`config.mk`:
```
export PLATFORM = sky130hd
export DESIGN_NAME = pcie_capability_config_regs
export DESIGN_NICKNAME = d
export VERILOG_FILES = /design/src/core/pcie_cap_cfg_pkg.sv /design/src/core/pcie_capability_config_regs.sv
export SDC_FILE = /design/constraint.sdc
export NUM_CORES = 1
export LEC_CHECK = 0
export BUFFER_PORTS_ARGS = -buffer_cell sky130_fd_sc_hd__buf_2
export CORE_ASPECT_RATIO = 1.4
export CORE_UTILIZATION = 28
export DETAILED_ROUTE_END_ITERATION = 10
export PLACE_DENSITY = 0.84
export REMOVE_ABC_BUFFERS = 1
export SLEW_MARGIN = 20
export SYNTH_ARGS = -nofsm -noshare
export SYNTH_HDL_FRONTEND = slang
export SYNTH_SLANG_ARGS = --single-unit
```
`constraint.sdc`:
```
create_clock -name core_clk -period 0.8 [get_ports core_clk]
set_input_delay 0.12 -clock core_clk [delete_from_list [all_inputs] [get_ports core_clk]]
set_output_delay 0.12 -clock core_clk [all_outputs]
set_load 0.1 [all_outputs]
```
`src/core/pcie_cap_cfg_pkg.sv`:
```
// constants, field layouts and carrier types for the capability configuration registers
package pcie_cap_cfg_pkg;

    // configuration space byte offsets
    localparam logic [11:0] OFS_INTX_LINE  = 12'h03c; // interrupt line / pin dword
    localparam logic [11:0] OFS_MSI_CTRL   = 12'h050; // msi capability header and message control
    localparam logic [11:0] OFS_MSIX_CTRL  = 12'h068; // msi-x capability header and message control
    localparam logic [11:0] OFS_MSIX_TABLE = 12'h06c; // msi-x table offset and indicator
    localparam logic [11:0] OFS_MSIX_PBA   = 12'h070; // msi-x pending array offset and indicator
    localparam logic [11:0] OFS_DEV_CAPS   = 12'h084; // device capabilities
    localparam logic [11:0] OFS_LINK_CAPS  = 12'h090; // link capabilities

    // capability identifiers
    localparam logic [7:0] CAP_ID_MSI  = 8'h05; // msi capability id
    localparam logic [7:0] CAP_ID_MSIX = 8'h11; // msi-x capability id

    // field positions
    localparam int MSI_EN_BIT      = 16; // msi enable
    localparam int MSI_MMC_LSB     = 17; // multiple message capable [19:17]
    localparam int MSI_MME_LSB     = 20; // multiple message enable [22:20]
    localparam int MSIX_SIZE_LSB   = 16; // table size [26:16]
    localparam int MSIX_FMASK_BIT  = 30; // function mask
    localparam int MSIX_EN_BIT     = 31; // msi-x enable
    localparam int FLR_CAP_BIT     = 28; // function level reset capable
    localparam int SURPRISE_BIT    = 19; // surprise down reporting capable
    localparam int DLL_ACTIVE_BIT  = 20; // data link layer active reporting capable
    localparam int INTX_PIN_LSB    = 8;  // interrupt pin byte [15:8]
    localparam int BIR_W           = 3;  // width of a bar indicator
    localparam int MSIX_SIZE_W     = 11; // width of the table size field
    localparam int CODE_W          = 3;  // width of the message and pin code fields
    localparam int MSI_CTRL_LANE   = 2;  // byte lane carrying msi enable and mme
    localparam int MSIX_CTRL_LANE  = 3;  // byte lane carrying msi-x enable and mask

    localparam logic [2:0]  BIR_MAX       = 3'h5;   // highest legal bar indicator
    localparam logic [31:0] QWORD_MASK    = 32'hffff_fff8; // clears the indicator bits
    localparam logic [31:0] RD_ZERO       = 32'h0000_0000; // unmapped read value

    // legacy interrupt choices, encoded as the interrupt pin value
    typedef enum logic [2:0] {
        INTX_NONE = 3'b000,
        INTX_A    = 3'b001,
        INTX_B    = 3'b010,
        INTX_C    = 3'b011,
        INTX_D    = 3'b100
    } intx_sel_t;

    // configuration request from the link side
    typedef struct packed {
        logic        valid; // request present this cycle
        logic        write; // 1 write, 0 read
        logic [11:0] addr;  // byte address, low two bits ignored
        logic [3:0]  be;    // byte enables
        logic [31:0] wdata; // write data
    } cfg_req_t;

    // encode requested message count into the capable field
    function automatic logic [2:0] msi_count_code(input logic [4:0] count);
        case (count)
            5'd1:    msi_count_code = 3'h0;
            5'd2:    msi_count_code = 3'h1;
            5'd4:    msi_count_code = 3'h2;
            5'd8:    msi_count_code = 3'h3;
            5'd16:   msi_count_code = 3'h4;
            default: msi_count_code = 3'h0; // illegal counts fall back to one message
        endcase
    endfunction : msi_count_code

endpackage : pcie_cap_cfg_pkg

```
`src/core/pcie_capability_config_regs.sv`:
```
// capability configuration registers of one pci express function
// Behaviour
// - flr option sets device capability bit
// - flr option ignored for root port
// - root port advertises dl_active reporting
// - root port advertises surprise down reporting
// - msi count encoded into capable field
// - msi-x structure present only when enabled
// - msi-x table size eleven bits, n-1
// - table offset qword aligned, low bits zero
// - table bar indicator three bits, 0-5
// - pending array offset qword aligned
// - pending array bar indicator three bits, 0-5
// - legacy interrupt selects inta-intd or none
`timescale 1ns/1ps
`default_nettype none
module pcie_capability_config_regs
    import pcie_cap_cfg_pkg::*;
#(
    parameter logic        ROOT_PORT        = 1'b0,      // 1 root port, 0 endpoint
    parameter logic        FLR_ENABLE       = 1'b0,      // function level reset option
    parameter logic        DLL_ACTIVE_EN    = 1'b0,      // data link layer active reporting option
    parameter logic        SURPRISE_DOWN_EN = 1'b0,      // surprise down reporting option
    parameter logic [4:0]  MSI_MESSAGES     = 5'd1,      // 1, 2, 4, 8 or 16
    parameter logic        MSIX_IMPL        = 1'b0,      // implement msi-x
    parameter logic [10:0] MSIX_TABLE_SIZE  = 11'h000,   // entries minus one
    parameter logic [31:0] MSIX_TABLE_OFS   = 32'h0000_0000, // table offset
    parameter logic [2:0]  MSIX_TABLE_BIR   = 3'h0,      // table bar indicator
    parameter logic [31:0] MSIX_PBA_OFS     = 32'h0000_0000, // pending array offset
    parameter logic [2:0]  MSIX_PBA_BIR     = 3'h0,      // pending array bar indicator
    parameter intx_sel_t   INTX_SEL         = INTX_A     // legacy interrupt choice
) (
    input  wire logic        core_clk,     // core clock, 20 mhz
    input  wire logic        arst_n,       // asynchronous reset, active low
    input  wire cfg_req_t    cfg_req,      // configuration request
    output logic [31:0]      cfg_rdata,    // read data
    output logic             cfg_rvalid,   // read data valid, one cycle
    output logic             msi_enable,   // msi enabled by software
    output logic [2:0]       msi_mme,      // msi messages enabled code
    output logic             msix_enable,  // msi-x enabled by software
    output logic             msix_fmask,   // msi-x function masked
    output logic [2:0]       intx_pin      // legacy interrupt pin code
);

    // field values, computed from the settings and, in the two control dwords, from the control flops
    logic        flr_cap;       // function level reset capable
    logic        dll_cap;       // dl_active reporting capable
    logic        sdn_cap;       // surprise down capable
    logic [2:0]  mmc_code;      // multiple message capable code
    logic [2:0]  tbl_bir;       // table indicator, clamped legal
    logic [2:0]  pba_bir;       // pending indicator, clamped legal
    logic [31:0] tbl_word;      // table offset word
    logic [31:0] pba_word;      // pending array word
    logic [31:0] msi_word;      // msi control dword
    logic [31:0] msix_word;     // msi-x control dword
    logic [31:0] dev_word;      // device capabilities dword
    logic [31:0] link_word;     // link capabilities dword
    logic [31:0] intx_word;     // interrupt pin dword

    // software-writable state and read port
    logic        msi_en_q,   msi_en_d;   // msi enable
    logic [2:0]  mme_q,      mme_d;      // messages enabled
    logic        msix_en_q,  msix_en_d;  // msi-x enable
    logic        fmask_q,    fmask_d;    // function mask
    logic [31:0] rdata_q,    rdata_d;    // read data
    logic        rvalid_q,   rvalid_d;   // read strobe
    logic [2:0]  pin_q,      pin_d;      // interrupt pin code
    logic [11:0] dw_addr;                // dword aligned address

    // dword map for configuration reads; every other dword reads zero
    //   0x03c  [10:8]   legacy interrupt pin code
    //   0x050  [7:0]    msi capability id, next pointer zero
    //          [16]     msi enable, written through byte lane 2
    //          [19:17]  multiple message capable, log2 of the count
    //          [22:20]  multiple message enable, clamped to capable
    //   0x068  [7:0]    msi-x capability id, next pointer zero
    //          [26:16]  table size, entries minus one
    //          [30]     function mask, written through byte lane 3
    //          [31]     msi-x enable, written through byte lane 3
    //   0x06c  [31:3]   table offset, qword aligned
    //          [2:0]    table bar indicator
    //   0x070  [31:3]   pending array offset, qword aligned
    //          [2:0]    pending array bar indicator
    //   0x084  [28]     function level reset capable
    //   0x090  [20]     dl_active reporting capable
    //          [19]     surprise down reporting capable
    // limitation: next pointers are zero, so the structures do not form a chain

    // build-time fields; flr only on endpoints, link reporting only on root ports
    // every value here except the msi and msi-x control dwords folds to a constant, so it costs only read mux inputs
    always_comb begin
        flr_cap  = FLR_ENABLE & ~ROOT_PORT;
        dll_cap  = DLL_ACTIVE_EN & ROOT_PORT;
        sdn_cap  = SURPRISE_DOWN_EN & ROOT_PORT;
        // an illegal count advertises one message rather than a bogus code
        mmc_code = msi_count_code(MSI_MESSAGES);
        // an out-of-range indicator would point past the last bar, so it reads as bar 0
        tbl_bir  = (MSIX_TABLE_BIR > BIR_MAX) ? 3'h0 : MSIX_TABLE_BIR;
        pba_bir  = (MSIX_PBA_BIR > BIR_MAX) ? 3'h0 : MSIX_PBA_BIR;
        tbl_word = (MSIX_TABLE_OFS & QWORD_MASK) | {29'h0, tbl_bir};
        pba_word = (MSIX_PBA_OFS & QWORD_MASK) | {29'h0, pba_bir};

        // msi dword: id byte, zero next pointer, enable, capable, enabled
        msi_word = {24'h0, CAP_ID_MSI};
        msi_word[MSI_EN_BIT] = msi_en_q;
        msi_word[MSI_MMC_LSB +: CODE_W] = mmc_code;
        msi_word[MSI_MME_LSB +: CODE_W] = mme_q;

        // msi-x dword: id byte, zero next pointer, size, mask, enable
        msix_word = {24'h0, CAP_ID_MSIX};
        msix_word[MSIX_SIZE_LSB +: MSIX_SIZE_W] = MSIX_TABLE_SIZE;
        msix_word[MSIX_FMASK_BIT] = fmask_q;
        msix_word[MSIX_EN_BIT] = msix_en_q;

        // capability dwords carry only the bits this block owns
        dev_word = RD_ZERO;
        dev_word[FLR_CAP_BIT] = flr_cap;
        link_word = RD_ZERO;
        link_word[DLL_ACTIVE_BIT] = dll_cap;
        link_word[SURPRISE_BIT] = sdn_cap;
        intx_word = RD_ZERO;
        intx_word[INTX_PIN_LSB +: CODE_W] = INTX_SEL;
        pin_d = INTX_SEL;
    end

    // read decode and runtime control writes
    // a write lands at its taking edge, so a read in the next cycle already sees it
    always_comb begin
        dw_addr   = {cfg_req.addr[11:2], 2'b00};
        msi_en_d  = msi_en_q;
        mme_d     = mme_q;
        msix_en_d = msix_en_q;
        fmask_d   = fmask_q;
        rdata_d   = rdata_q;
        rvalid_d  = 1'b0;
        // one command per cycle: a request is either a read or a write
        if (cfg_req.valid && !cfg_req.write) begin
            rvalid_d = 1'b1;
            case (dw_addr)
                OFS_INTX_LINE:  rdata_d = intx_word;
                OFS_MSI_CTRL:   rdata_d = msi_word;
                // without msi-x the whole structure reads as absent
                OFS_MSIX_CTRL:  rdata_d = MSIX_IMPL ? msix_word : RD_ZERO;
                OFS_MSIX_TABLE: rdata_d = MSIX_IMPL ? tbl_word : RD_ZERO;
                OFS_MSIX_PBA:   rdata_d = MSIX_IMPL ? pba_word : RD_ZERO;
                OFS_DEV_CAPS:   rdata_d = dev_word;
                OFS_LINK_CAPS:  rdata_d = link_word;
                default:        rdata_d = RD_ZERO;   // unmapped reads return zero
            endcase
        end else if (cfg_req.valid && cfg_req.write) begin
            // only the enable, message enable and mask fields take writes; every fixed field keeps its setting
            case (dw_addr)
                OFS_MSI_CTRL: begin
                    // enable and message field share one lane, so one strobe moves both
                    if (cfg_req.be[MSI_CTRL_LANE]) begin
                        msi_en_d = cfg_req.wdata[MSI_EN_BIT];
                        // more messages than offered is clamped to the capable count
                        mme_d = (cfg_req.wdata[MSI_MME_LSB +: CODE_W] > mmc_code) ?
                                mmc_code : cfg_req.wdata[MSI_MME_LSB +: CODE_W];
                    end
                end
                OFS_MSIX_CTRL: begin
                    if (MSIX_IMPL && cfg_req.be[MSIX_CTRL_LANE]) begin
                        msix_en_d = cfg_req.wdata[MSIX_EN_BIT];
                        fmask_d   = cfg_req.wdata[MSIX_FMASK_BIT];
                    end
                end
                default: begin
                    // writes to read-only or unmapped dwords are dropped
                end
            endcase
        end
    end

    // control group: software enables and masks; reset leaves msi and msi-x off
    always_ff @(posedge core_clk or negedge arst_n) begin
        if (!arst_n) begin
            msi_en_q  <= 1'b0;
            mme_q     <= 3'h0;
            msix_en_q <= 1'b0;
            fmask_q   <= 1'b0;
        end else begin
            msi_en_q  <= msi_en_d;
            mme_q     <= mme_d;
            msix_en_q <= msix_en_d;
            fmask_q   <= fmask_d;
        end
    end

    // read port group: data holds until the next read, the strobe lasts one cycle
    always_ff @(posedge core_clk or negedge arst_n) begin
        if (!arst_n) begin
            rdata_q  <= RD_ZERO;
            rvalid_q <= 1'b0;
        end else begin
            rdata_q  <= rdata_d;
            rvalid_q <= rvalid_d;
        end
    end

    // pin group: the code is constant but kept in a flop so the output is registered;
    // it reads none during reset so no pin is claimed before the function runs
    always_ff @(posedge core_clk or negedge arst_n) begin
        if (!arst_n) begin
            pin_q <= INTX_NONE;
        end else begin
            pin_q <= pin_d;
        end
    end

    // outputs straight from the flops, so the link side never sees decode glitches
    assign cfg_rdata   = rdata_q;
    assign cfg_rvalid  = rvalid_q;
    assign msi_enable  = msi_en_q;
    assign msi_mme     = mme_q;
    assign msix_enable = msix_en_q;
    assign msix_fmask  = fmask_q;
    assign intx_pin    = pin_q;

endmodule : pcie_capability_config_regs
`default_nettype wire

```
-- Word level (Yosys, flattened, before mapping)
Cells that the tools add are included.
- flip-flop bits (word level): 38
- latch bits: 0
- bits in writable memories: 0
- ROM bits: 0
- bits of input ports: 52
- output and inout bits: 42
- word-level logic and storage cells: 16
- memories kept: 0
- add/sub/neg operators: 0
- multiply operators: 0
- divide/modulo/power cells: 0
- $lt $le $gt $ge: 1
- eq/ne operators: 2
- shift-type cells: 0
- muxes and demuxes: 3
- bitwise gates (word level): 1
- reductions and logical operators: 4
- operators by type and width (kind ; count):
    $pmux 23 s2 ; 1
    $eq 10x4->1 const B ; 1
    $eq 10x5->1 const B ; 1
    $reduce_and 4->1 ; 1
    $gt 3x1->1 const B ; 1
    $mux 3 ; 1
    $logic_and 1x1->1 ; 2
    $logic_not 1->1 ; 1
    $mux 1 ; 1
    $not 1->1 ; 1

-- Depth between registers and ports, before layout
Gate-level depths: netlist of the first run.
- depth in word-level cells: 4
- gate-level depth with buffers: 5
- mapped depth without buffers: 4

-- Worst setup path after synthesis of the first run
No wires, ideal clock.
- kind: flip-flop to output port
- start point: register rdata_q[2] (netlist: cfg_rdata[2])
- end point: output cfg_rdata[2]
- arrival: 1.340 ns
- required time: 0.680 ns
- slack: -0.660 ns
- cell stages (with the launch flop): 2
- buffers on the path: 1
- cells stage by stage: dfrtp_1 > buf_4
- RTL lines (item ; line ; text):
    start, declared ; pcie_capability_config_regs.sv:65 ; logic [31:0] rdata_q, rdata_d;
    start signal, assigned ; pcie_capability_config_regs.sv:196 ; rdata_q <= rdata_d;
    end, declared ; pcie_capability_config_regs.sv:36 ; output logic [31:0] cfg_rdata,
No word-level cell between the ends.

==> reports/results.txt, run 1 <==
Crit-path cells - buf_12
Leading cell type in the layout, fill and taps excluded - conb_1
Port Buffers - 28
Core area - 2440 sq um
Yosys Warn Count - 0
Vias per cell - 3.80
Initial drt markers - 8
Area of the multi-input gates - 334 sq um
Fin. max-slew vios - 0
WS Path Type - flop to output pin
Max Cap Violations - 0
RePlAce Congestion - 0.698
Rows - 21
Final Setup Violations - 15
H-tree Lvls - 1
Crit path buf inv count - 1
Endpoint class of the critical path - output pin
Critical Path Fanout Max - 3
Fin area - 1160 sq um
Seq/Total Area, Yosys - 41.0%
Fillers - 229
Finished Layout Cells - 150
Die X - 45.3 microns
Die Y - 62.5 microns
Worst Path Required - 0.68 ns
Antenna violations before repair - 0
Fin worst setup slack - -0.221 ns
Drt wl/cell - 9.56 microns
Final ANT Viol Nets - 0
Grt ovf - 0
Post-Syn Instances - 75
Pre-CTS setup slack - -0.397 ns
CTS tree - done
Combinational Power Share - 41.2%
CTS Buf Count - 3
Total track usage - 10.9%
Syn_area_per_cell - 9.78 sq um
Share of post-route cells with drive strength above 1 - 46.6%
Placed Cells - 138
Worst setup SP type - flop
CTS root buffer - clkbuf_4
Final Util - 47.7%
Failing checks - setup timing
Switching pwr - 0.897 mW
Mapped Area - 733 sq um
Final WL - 1430 microns
Initial core utilization - 30.0%
Clk pin slew, worst setup/hold paths - 0.07 ns
Fin nets - 169
Sw Ratio - 48.2%
Type of the worst min-delay path - primary input to flop
Status - finished with violations
Minimum clock period after layout - 1.02 ns
First-pass GRT wire length - 2170 microns
Area of the die - 2830 sq um
P_int - 0.965 mW
RSZ-0062 raised after global routing - yes
Yosys reg bits - 12
Worst Path Arrival - 0.90 ns
Num ports - 94
Setup TNS - -2.72 ns
Hold slack - 0.0787 ns
Final Skew - 0.00190 ns
Total vias in the final route - 570
Power Dens Cells - 1600 nW/um^2
Most frequent cells in the layout - conb_1 (30), buf_2 (14), buf_12 (13)
DP HPWL - 1070 microns
Largest net degree at the start of global routing - 13
Clock power share - 25.7%
Syn-to-layout area delta - 58.9%
Clock Sinks - 12
Hold Vio Cnt, Final - 0
Yosys cell types - 17
Longest Clk Path Bufs - 2
Slowest CP cell - dfrtp_2
Clk_lat worst skew - 0.27 ns
Flop pwr share - 33.1%
Post-DP Area - 1020 sq um
Storage element area - 303 sq um
Max Fclk - 0.979 GHz
Top delay family on crit path - flip-flops
Max VDD drop - 872 uV
Diodes inserted - 0
Slowest stage delay, CP - 0.45 ns
Leakage power - 0.590 nW
Fin crit share - 128%
Vias in the first global route - 488
First-pass iteration count of the detailed router - 4
Overall Power - 1.86 mW
DRC Markers - 0
==> per-layer routing <==
layer	vias up	GRT usage [%]	routed length, microns
li1	262	-	-
met4	0	9.09	46
met2	53	16.5	717
met3	4	2.60	141
met5	-	0	0
met1	251	12.1	528
==> power by group through the flow <==
stage | clock (mW) | combinational, mW | sequential, mW
2_1_floorplan | 0 | 0.610 | 0.667
3_3_place_gp | 0 | 0.743 | 0.628
3_5_place_dp | 0 | 0.748 | 0.629
4_1_cts | 0.491 | 0.758 | 0.616
5_1_grt | 0.524 | 0.787 | 0.616
6_report | 0.478 | 0.767 | 0.616
==> sequential cells by signal, indices dropped and copies added (netlist names) <==
name,flops
cfg_rdata,6
cfg_rvalid,1
intx_pin,1
msi_enable,1
msi_mme,3
==> cells in the mapped netlist <==
cell type   n  area [sq um]
nand4_2     1          12.5
inv_1       1          3.75
and4b_1     1          10.0
and3_1      1          6.26
clkbuf_1    1          3.75
nor4_4      1          21.3
nor4b_2     1          15.0
conb_1      2          7.51
o21ai_0     6          30.0
mux2_4      1          15.0
nand2_1    10          37.5
dfrtp_1    12           300
and2_2      3          22.5
nand2b_1    1          6.26
buf_4      30           225
nor2b_1     1          6.26
nand3_1     2          10.0
==> area by class of cell <==
cell class / count / area share (%)
inverters: 1 / 0.322
clock buffers: 4 / 3.11
flip-flops and latches: 12 / 26.0
repair buffers: 40 / 38.2
well taps: 34 / 3.65
multi-input cells: 59 / 28.7
==> final timing paths <==
check / cells past startpoint / start / end / slack [ns]
min in group asynchronous: 2 / arst_n / cfg_rdata[21]$_DFFE_PN0P_ / 0.26
worst min register to register: 2 / cfg_rdata[16]$_DFFE_PN0P_ / cfg_rdata[16]$_DFFE_PN0P_ / 0.55
worst max-delay path: 1 / cfg_rdata[2]$_DFFE_PN0P_ / cfg_rdata[0] / -0.22
worst max register to register: 2 / msi_enable$_DFFE_PN0P_ / msi_enable$_DFFE_PN0P_ / -0.12
worst min-delay path: 2 / cfg_req[16] / msi_enable$_DFFE_PN0P_ / 0.08
max in group asynchronous: 2 / arst_n / cfg_rdata[2]$_DFFE_PN0P_ / 0.31
==> what timing repair did <==
item | CTS | global route
hold buffers | 1 | 0
endpoints found under the setup margin | 21 | 23
buffers inserted | 4 | 3
pin swaps | 0 | 7
gates resized for setup | 9 | 10
endpoints found under the hold margin | 12 | 0
==> cell families after synthesis <==
group                  after synthesis  share of synthesized area (%)
AO/OA/AOI/OAI                        6                           4.10
buffers and inverters               32                           31.7
other                                2                           1.02
flip-flops                          12                           41.0
multiplexers                         1                           2.05
AND/OR/NAND/NOR                     22                           20.1
Power figures use the tool's default switching activity.
==> run 2: changes to the inputs <==
Settings changed: PLACE_DENSITY 0.84 to 0.75.
==> reports/results.txt, run 2 (synthesis results as in run 1) <==
Slowest stage delay, CP - 0.43 ns
CTS Buf Count - 3
First-pass GRT wire length - 2330 microns
First-pass iteration count of the detailed router - 4
Largest net degree at the start of global routing - 13
Fin worst setup slack - -0.222 ns
Max Fclk - 0.979 GHz
Diodes inserted - 0
Final Skew - 0.00385 ns
Clock Sinks - 12
Leakage power - 0.600 nW
Critical Path Fanout Max - 2
Initial drt markers - 4
Final WL - 1530 microns
Flop pwr share - 33.1%
Clock power share - 25.3%
Core area - 2440 sq um
Sw Ratio - 48.0%
Pre-CTS setup slack - -0.389 ns
DP HPWL - 1130 microns
Grt ovf - 0
Drt wl/cell - 10.2 microns
Endpoint class of the critical path - output pin
Die X - 45.3 microns
Final Setup Violations - 19
Syn-to-layout area delta - 61.3%
RePlAce Congestion - 0.725
Fillers - 229
Total vias in the final route - 590
Failing checks - setup timing
Die Y - 62.5 microns
Slowest CP cell - dfrtp_1
Rows - 21
Combinational Power Share - 41.6%
Vias in the first global route - 548
Port Buffers - 28
Initial core utilization - 30.0%
Placed Cells - 138
Power Dens Cells - 1580 nW/um^2
Final ANT Viol Nets - 0
Vias per cell - 3.93
Type of the worst min-delay path - primary input to flop
Worst setup SP type - flop
Worst Path Required - 0.68 ns
Fin crit share - 128%
RSZ-0062 raised after global routing - yes
Leading cell type in the layout, fill and taps excluded - conb_1
Area of the die - 2830 sq um
Hold Vio Cnt, Final - 0
Final Util - 48.4%
Max reg flops - 6
DRC Markers - 0
CTS root buffer - clkbuf_4
Total track usage - 11.4%
WS Path Type - flop to output pin
Finished Layout Cells - 150
Most frequent cells in the layout - conb_1 (30), buf_2 (13), buf_12 (13)
Crit path buf inv count - 1
Share of post-route cells with drive strength above 1 - 50.0%
Clk pin slew, worst setup/hold paths - 0.07 ns
Status - finished with violations
Top delay family on crit path - flip-flops
CTS tree - done
H-tree Lvls - 1
Longest Clk Path Bufs - 2
Switching pwr - 0.895 mW
Crit-path cells - buf_12
Clk_lat worst skew - 0.27 ns
Max VDD drop - 809 uV
Fin. max-slew vios - 0
Worst Path Arrival - 0.90 ns
Fin nets - 169
Num ports - 94
Antenna violations before repair - 0
Minimum clock period after layout - 1.02 ns
Max Cap Violations - 0
P_int - 0.969 mW
==> run 2: power by group through the flow <==
stage | Clock [mW] | Combinational, mW | Sequential (mW)
6_report | 0.472 | 0.775 | 0.617
3_5_place_dp | 0 | 0.748 | 0.629
4_1_cts | 0.483 | 0.758 | 0.617
5_1_grt | 0.521 | 0.793 | 0.617
2_1_floorplan | 0 | 0.610 | 0.667
3_3_place_gp | 0 | 0.744 | 0.628
==> run 2: what timing repair did <==
action / in CTS / in global routing
gates cloned: 0 / 0
gates resized for setup: 10 / 12
setup endpoints to repair: 21 / 23
endpoints found under the hold margin: 12 / 0
buffers inserted: 6 / 2
hold buffers: 1 / 0
pin swaps: 0 / 6
==> run 2: area by class of cell <==
| cell class | instances | area, sq um | share of cell area, % |
|---|---|---|---|
| clock buffer | 4 | 36.3 | 3.07 |
| tap | 34 | 42.5 | 3.60 |
| inverter | 1 | 3.75 | 0.317 |
| sequential | 12 | 302 | 25.5 |
| timing repair buffer | 40 | 448 | 37.9 |
| multi-input combinational | 59 | 350 | 29.6 |
==> run 2: metrics by stage <==
step | area (sq um) | setup TNS, ns | power [mW] | hold WS (ns)
after floorplan | 609 | -8.84 | 1.28 | -0.176
after global placement | 1020 | -2.92 | 1.37 | -0.00713
after detailed placement | 1020 | -3.32 | 1.38 | 0.00766
after CTS | 1130 | -2.84 | 1.86 | 0.0786
after global routing | 1180 | -3.60 | 1.93 | 0.0713
final | 1180 | -2.98 | 1.86 | 0.0822
==> run 2: final timing paths <==
| check | from | end | slack (ns) | cells past startpoint |
|---|---|---|---|---|
| min in group asynchronous | arst_n | cfg_rdata[21]$_DFFE_PN0P_ | 0.26 | 2 |
| min | cfg_req[16] | msi_enable$_DFFE_PN0P_ | 0.08 | 2 |
| max reg2reg | msi_enable$_DFFE_PN0P_ | msi_enable$_DFFE_PN0P_ | -0.15 | 2 |
| max in group asynchronous | arst_n | cfg_rdata[2]$_DFFE_PN0P_ | 0.31 | 2 |
| min reg2reg | cfg_rdata[21]$_DFFE_PN0P_ | cfg_rdata[21]$_DFFE_PN0P_ | 0.56 | 2 |
| max | msi_mme[0]$_DFFE_PN0P_ | msi_mme[0] | -0.22 | 1 |
==> run 2: layer usage <==
layer  global-route usage [%]  up-vias  wire length [microns]
met5                        0        -                      0
met2                     18.3       43                    823
met1                     13.1      278                    552
li1                         -      264                      -
met4                     5.30        0                     36
met3                     3.76        5                    119
==> run 3: changes to the inputs <==
Settings changed: REMOVE_ABC_BUFFERS 1 to not set.
==> reports/results.txt, run 3 (synthesis results as in run 1) <==
Fin. max-slew vios - 0
CTS root buffer - clkbuf_4
Critical Path Fanout Max - 3
Rows - 21
Vias per cell - 3.79
Hold Vio Cnt, Final - 0
R2r worst-path depth - 2
H-tree Lvls - 1
Post-DP Area - 1050 sq um
Fin worst setup slack - -0.275 ns
Fin crit share - 134%
Core area - 2440 sq um
Final Setup Violations - 21
Syn-to-layout area delta - 67.7%
Final ANT Viol Nets - 0
Status - finished with violations
Initial drt markers - 4
Crit-path cells - buf_12
Vias in the first global route - 550
R2r setup slk - -0.08 ns
Failing checks - setup timing
Minimum clock period after layout - 1.07 ns
Fin nets - 167
Antenna violations before repair - 0
RR Startpoint - msi_mme[2]$_DFFE_PN0P_
Hold slack - 0.0851 ns
CTS Buf Count - 3
Endpoint class of the critical path - output pin
Slowest CP cell - dfrtp_4
Area of the multi-input gates - 370 sq um
Top delay family on crit path - flip-flops
Area of the die - 2830 sq um
Worst setup SP type - flop
Leakage power - 0.591 nW
Leading cell type in the layout, fill and taps excluded - conb_1
Hold path startpoint - cfg_req[16]
Most frequent cells in the layout - conb_1 (30), buf_12 (13), buf_2 (12)
Total vias in the final route - 557
WS Path Type - flop to output pin
Port Buffers - 28
Clk_lat worst skew - 0.26 ns
Largest net degree at the start of global routing - 13
Max VDD drop - 659 uV
Worst Path Arrival - 0.95 ns
First-pass GRT wire length - 2370 microns
Final Skew - 0.000385 ns
DP HPWL - 1130 microns
RePlAce Congestion - 0.803
Final Util - 50.3%
Min-Delay Path Depth - 2
Storage element area - 340 sq um
Total track usage - 11.7%
Max reg flops - 6
Grt ovf - 0
Fillers - 225
Max Cap Violations - 0
Clk pin slew, worst setup/hold paths - 0.07 ns
RSZ-0062 raised after global routing - yes
Share of post-route cells with drive strength above 1 - 60.2%
Fin area - 1230 sq um
Initial core utilization - 30.0%
First-pass iteration count of the detailed router - 4
Die Y - 62.5 microns
Final WL - 1500 microns
Num ports - 94
Type of the worst min-delay path - primary input to flop
Crit path buf inv count - 1
Max Fclk - 0.930 GHz
Power Dens Cells - 1420 nW/um^2
Die X - 45.3 microns
Longest Clk Path Bufs - 2
CTS tree - done
Worst Path Required - 0.68 ns
Diodes inserted - 0
Clock Sinks - 12
Hold Path Sink - msi_enable$_DFFE_PN0P_
Reg-to-Reg End - msi_mme[2]$_DFFE_PN0P_
Slowest stage delay, CP - 0.51 ns
Drt wl/cell - 10.2 microns
DRC Markers - 0
run 3: how the worst max path moves through the flow:
stage                                        start                      to  slack [ns]  depth (start not counted)
after global routing      cfg_rdata[2]$_DFFE_PN0P_            cfg_rdata[2]       -0.30                          1
final                     cfg_rdata[2]$_DFFE_PN0P_            cfg_rdata[2]       -0.27                          1
after floorplan             msi_enable$_DFFE_PN0P_  msi_enable$_DFFE_PN0P_       -0.22                          1
after global placement                 cfg_req[43]  msi_enable$_DFFE_PN0P_       -0.37                          4
after detailed placement               cfg_req[43]  msi_enable$_DFFE_PN0P_       -0.41                          4
after CTS                 cfg_rdata[2]$_DFFE_PN0P_            cfg_rdata[2]       -0.28                          1
run 3: layer usage:
| metal | track usage [%] | wire length, microns |
|---|---|---|
| met1 | 11.8 | 499 |
| met2 | 20.1 | 863 |
| met3 | 4.05 | 106 |
| met4 | 6.06 | 29 |
| met5 | 0 | 0 |
run 3: repair_timing:
item,CTS,global route
hold buffers,1,0
setup buffers,4,6
cloned,0,0
gates resized for setup,17,16
hold endpoints to repair,12,0
endpoints found under the setup margin,21,22
pin swaps,3,5
run 3: cell type report:
| class | instances | share of cell area [%] |
|---|---|---|
| sequential | 12 | 27.7 |
| inverter | 1 | 0.305 |
| tap | 34 | 3.46 |
| multi-input combinational | 59 | 30.1 |
| clock buffer | 3 | 1.83 |
| timing repair buffer | 38 | 36.6 |
run 3: report_power, final:
part / total, mW / internal, mW / switching, mW / leakage, nW
combinational: 0.777 / 0.0820 / 0.695 / 0.435
sequential: 0.617 / 0.612 / 0.00459 / 0.142
clock: 0.356 / 0.174 / 0.182 / 0.0138
run 3: per-stage QoR:
step | instances | TNS, ns | power [mW] | setup WS (ns)
CTS | 144 | -3.66 | 1.74 | -0.285
finish | 147 | -3.64 | 1.75 | -0.275
global placement | 136 | -2.42 | 1.37 | -0.371
detailed placement | 136 | -2.92 | 1.38 | -0.409
floorplan | 103 | -1.32 | 1.39 | -0.221
global route | 147 | -4.31 | 1.80 | -0.300
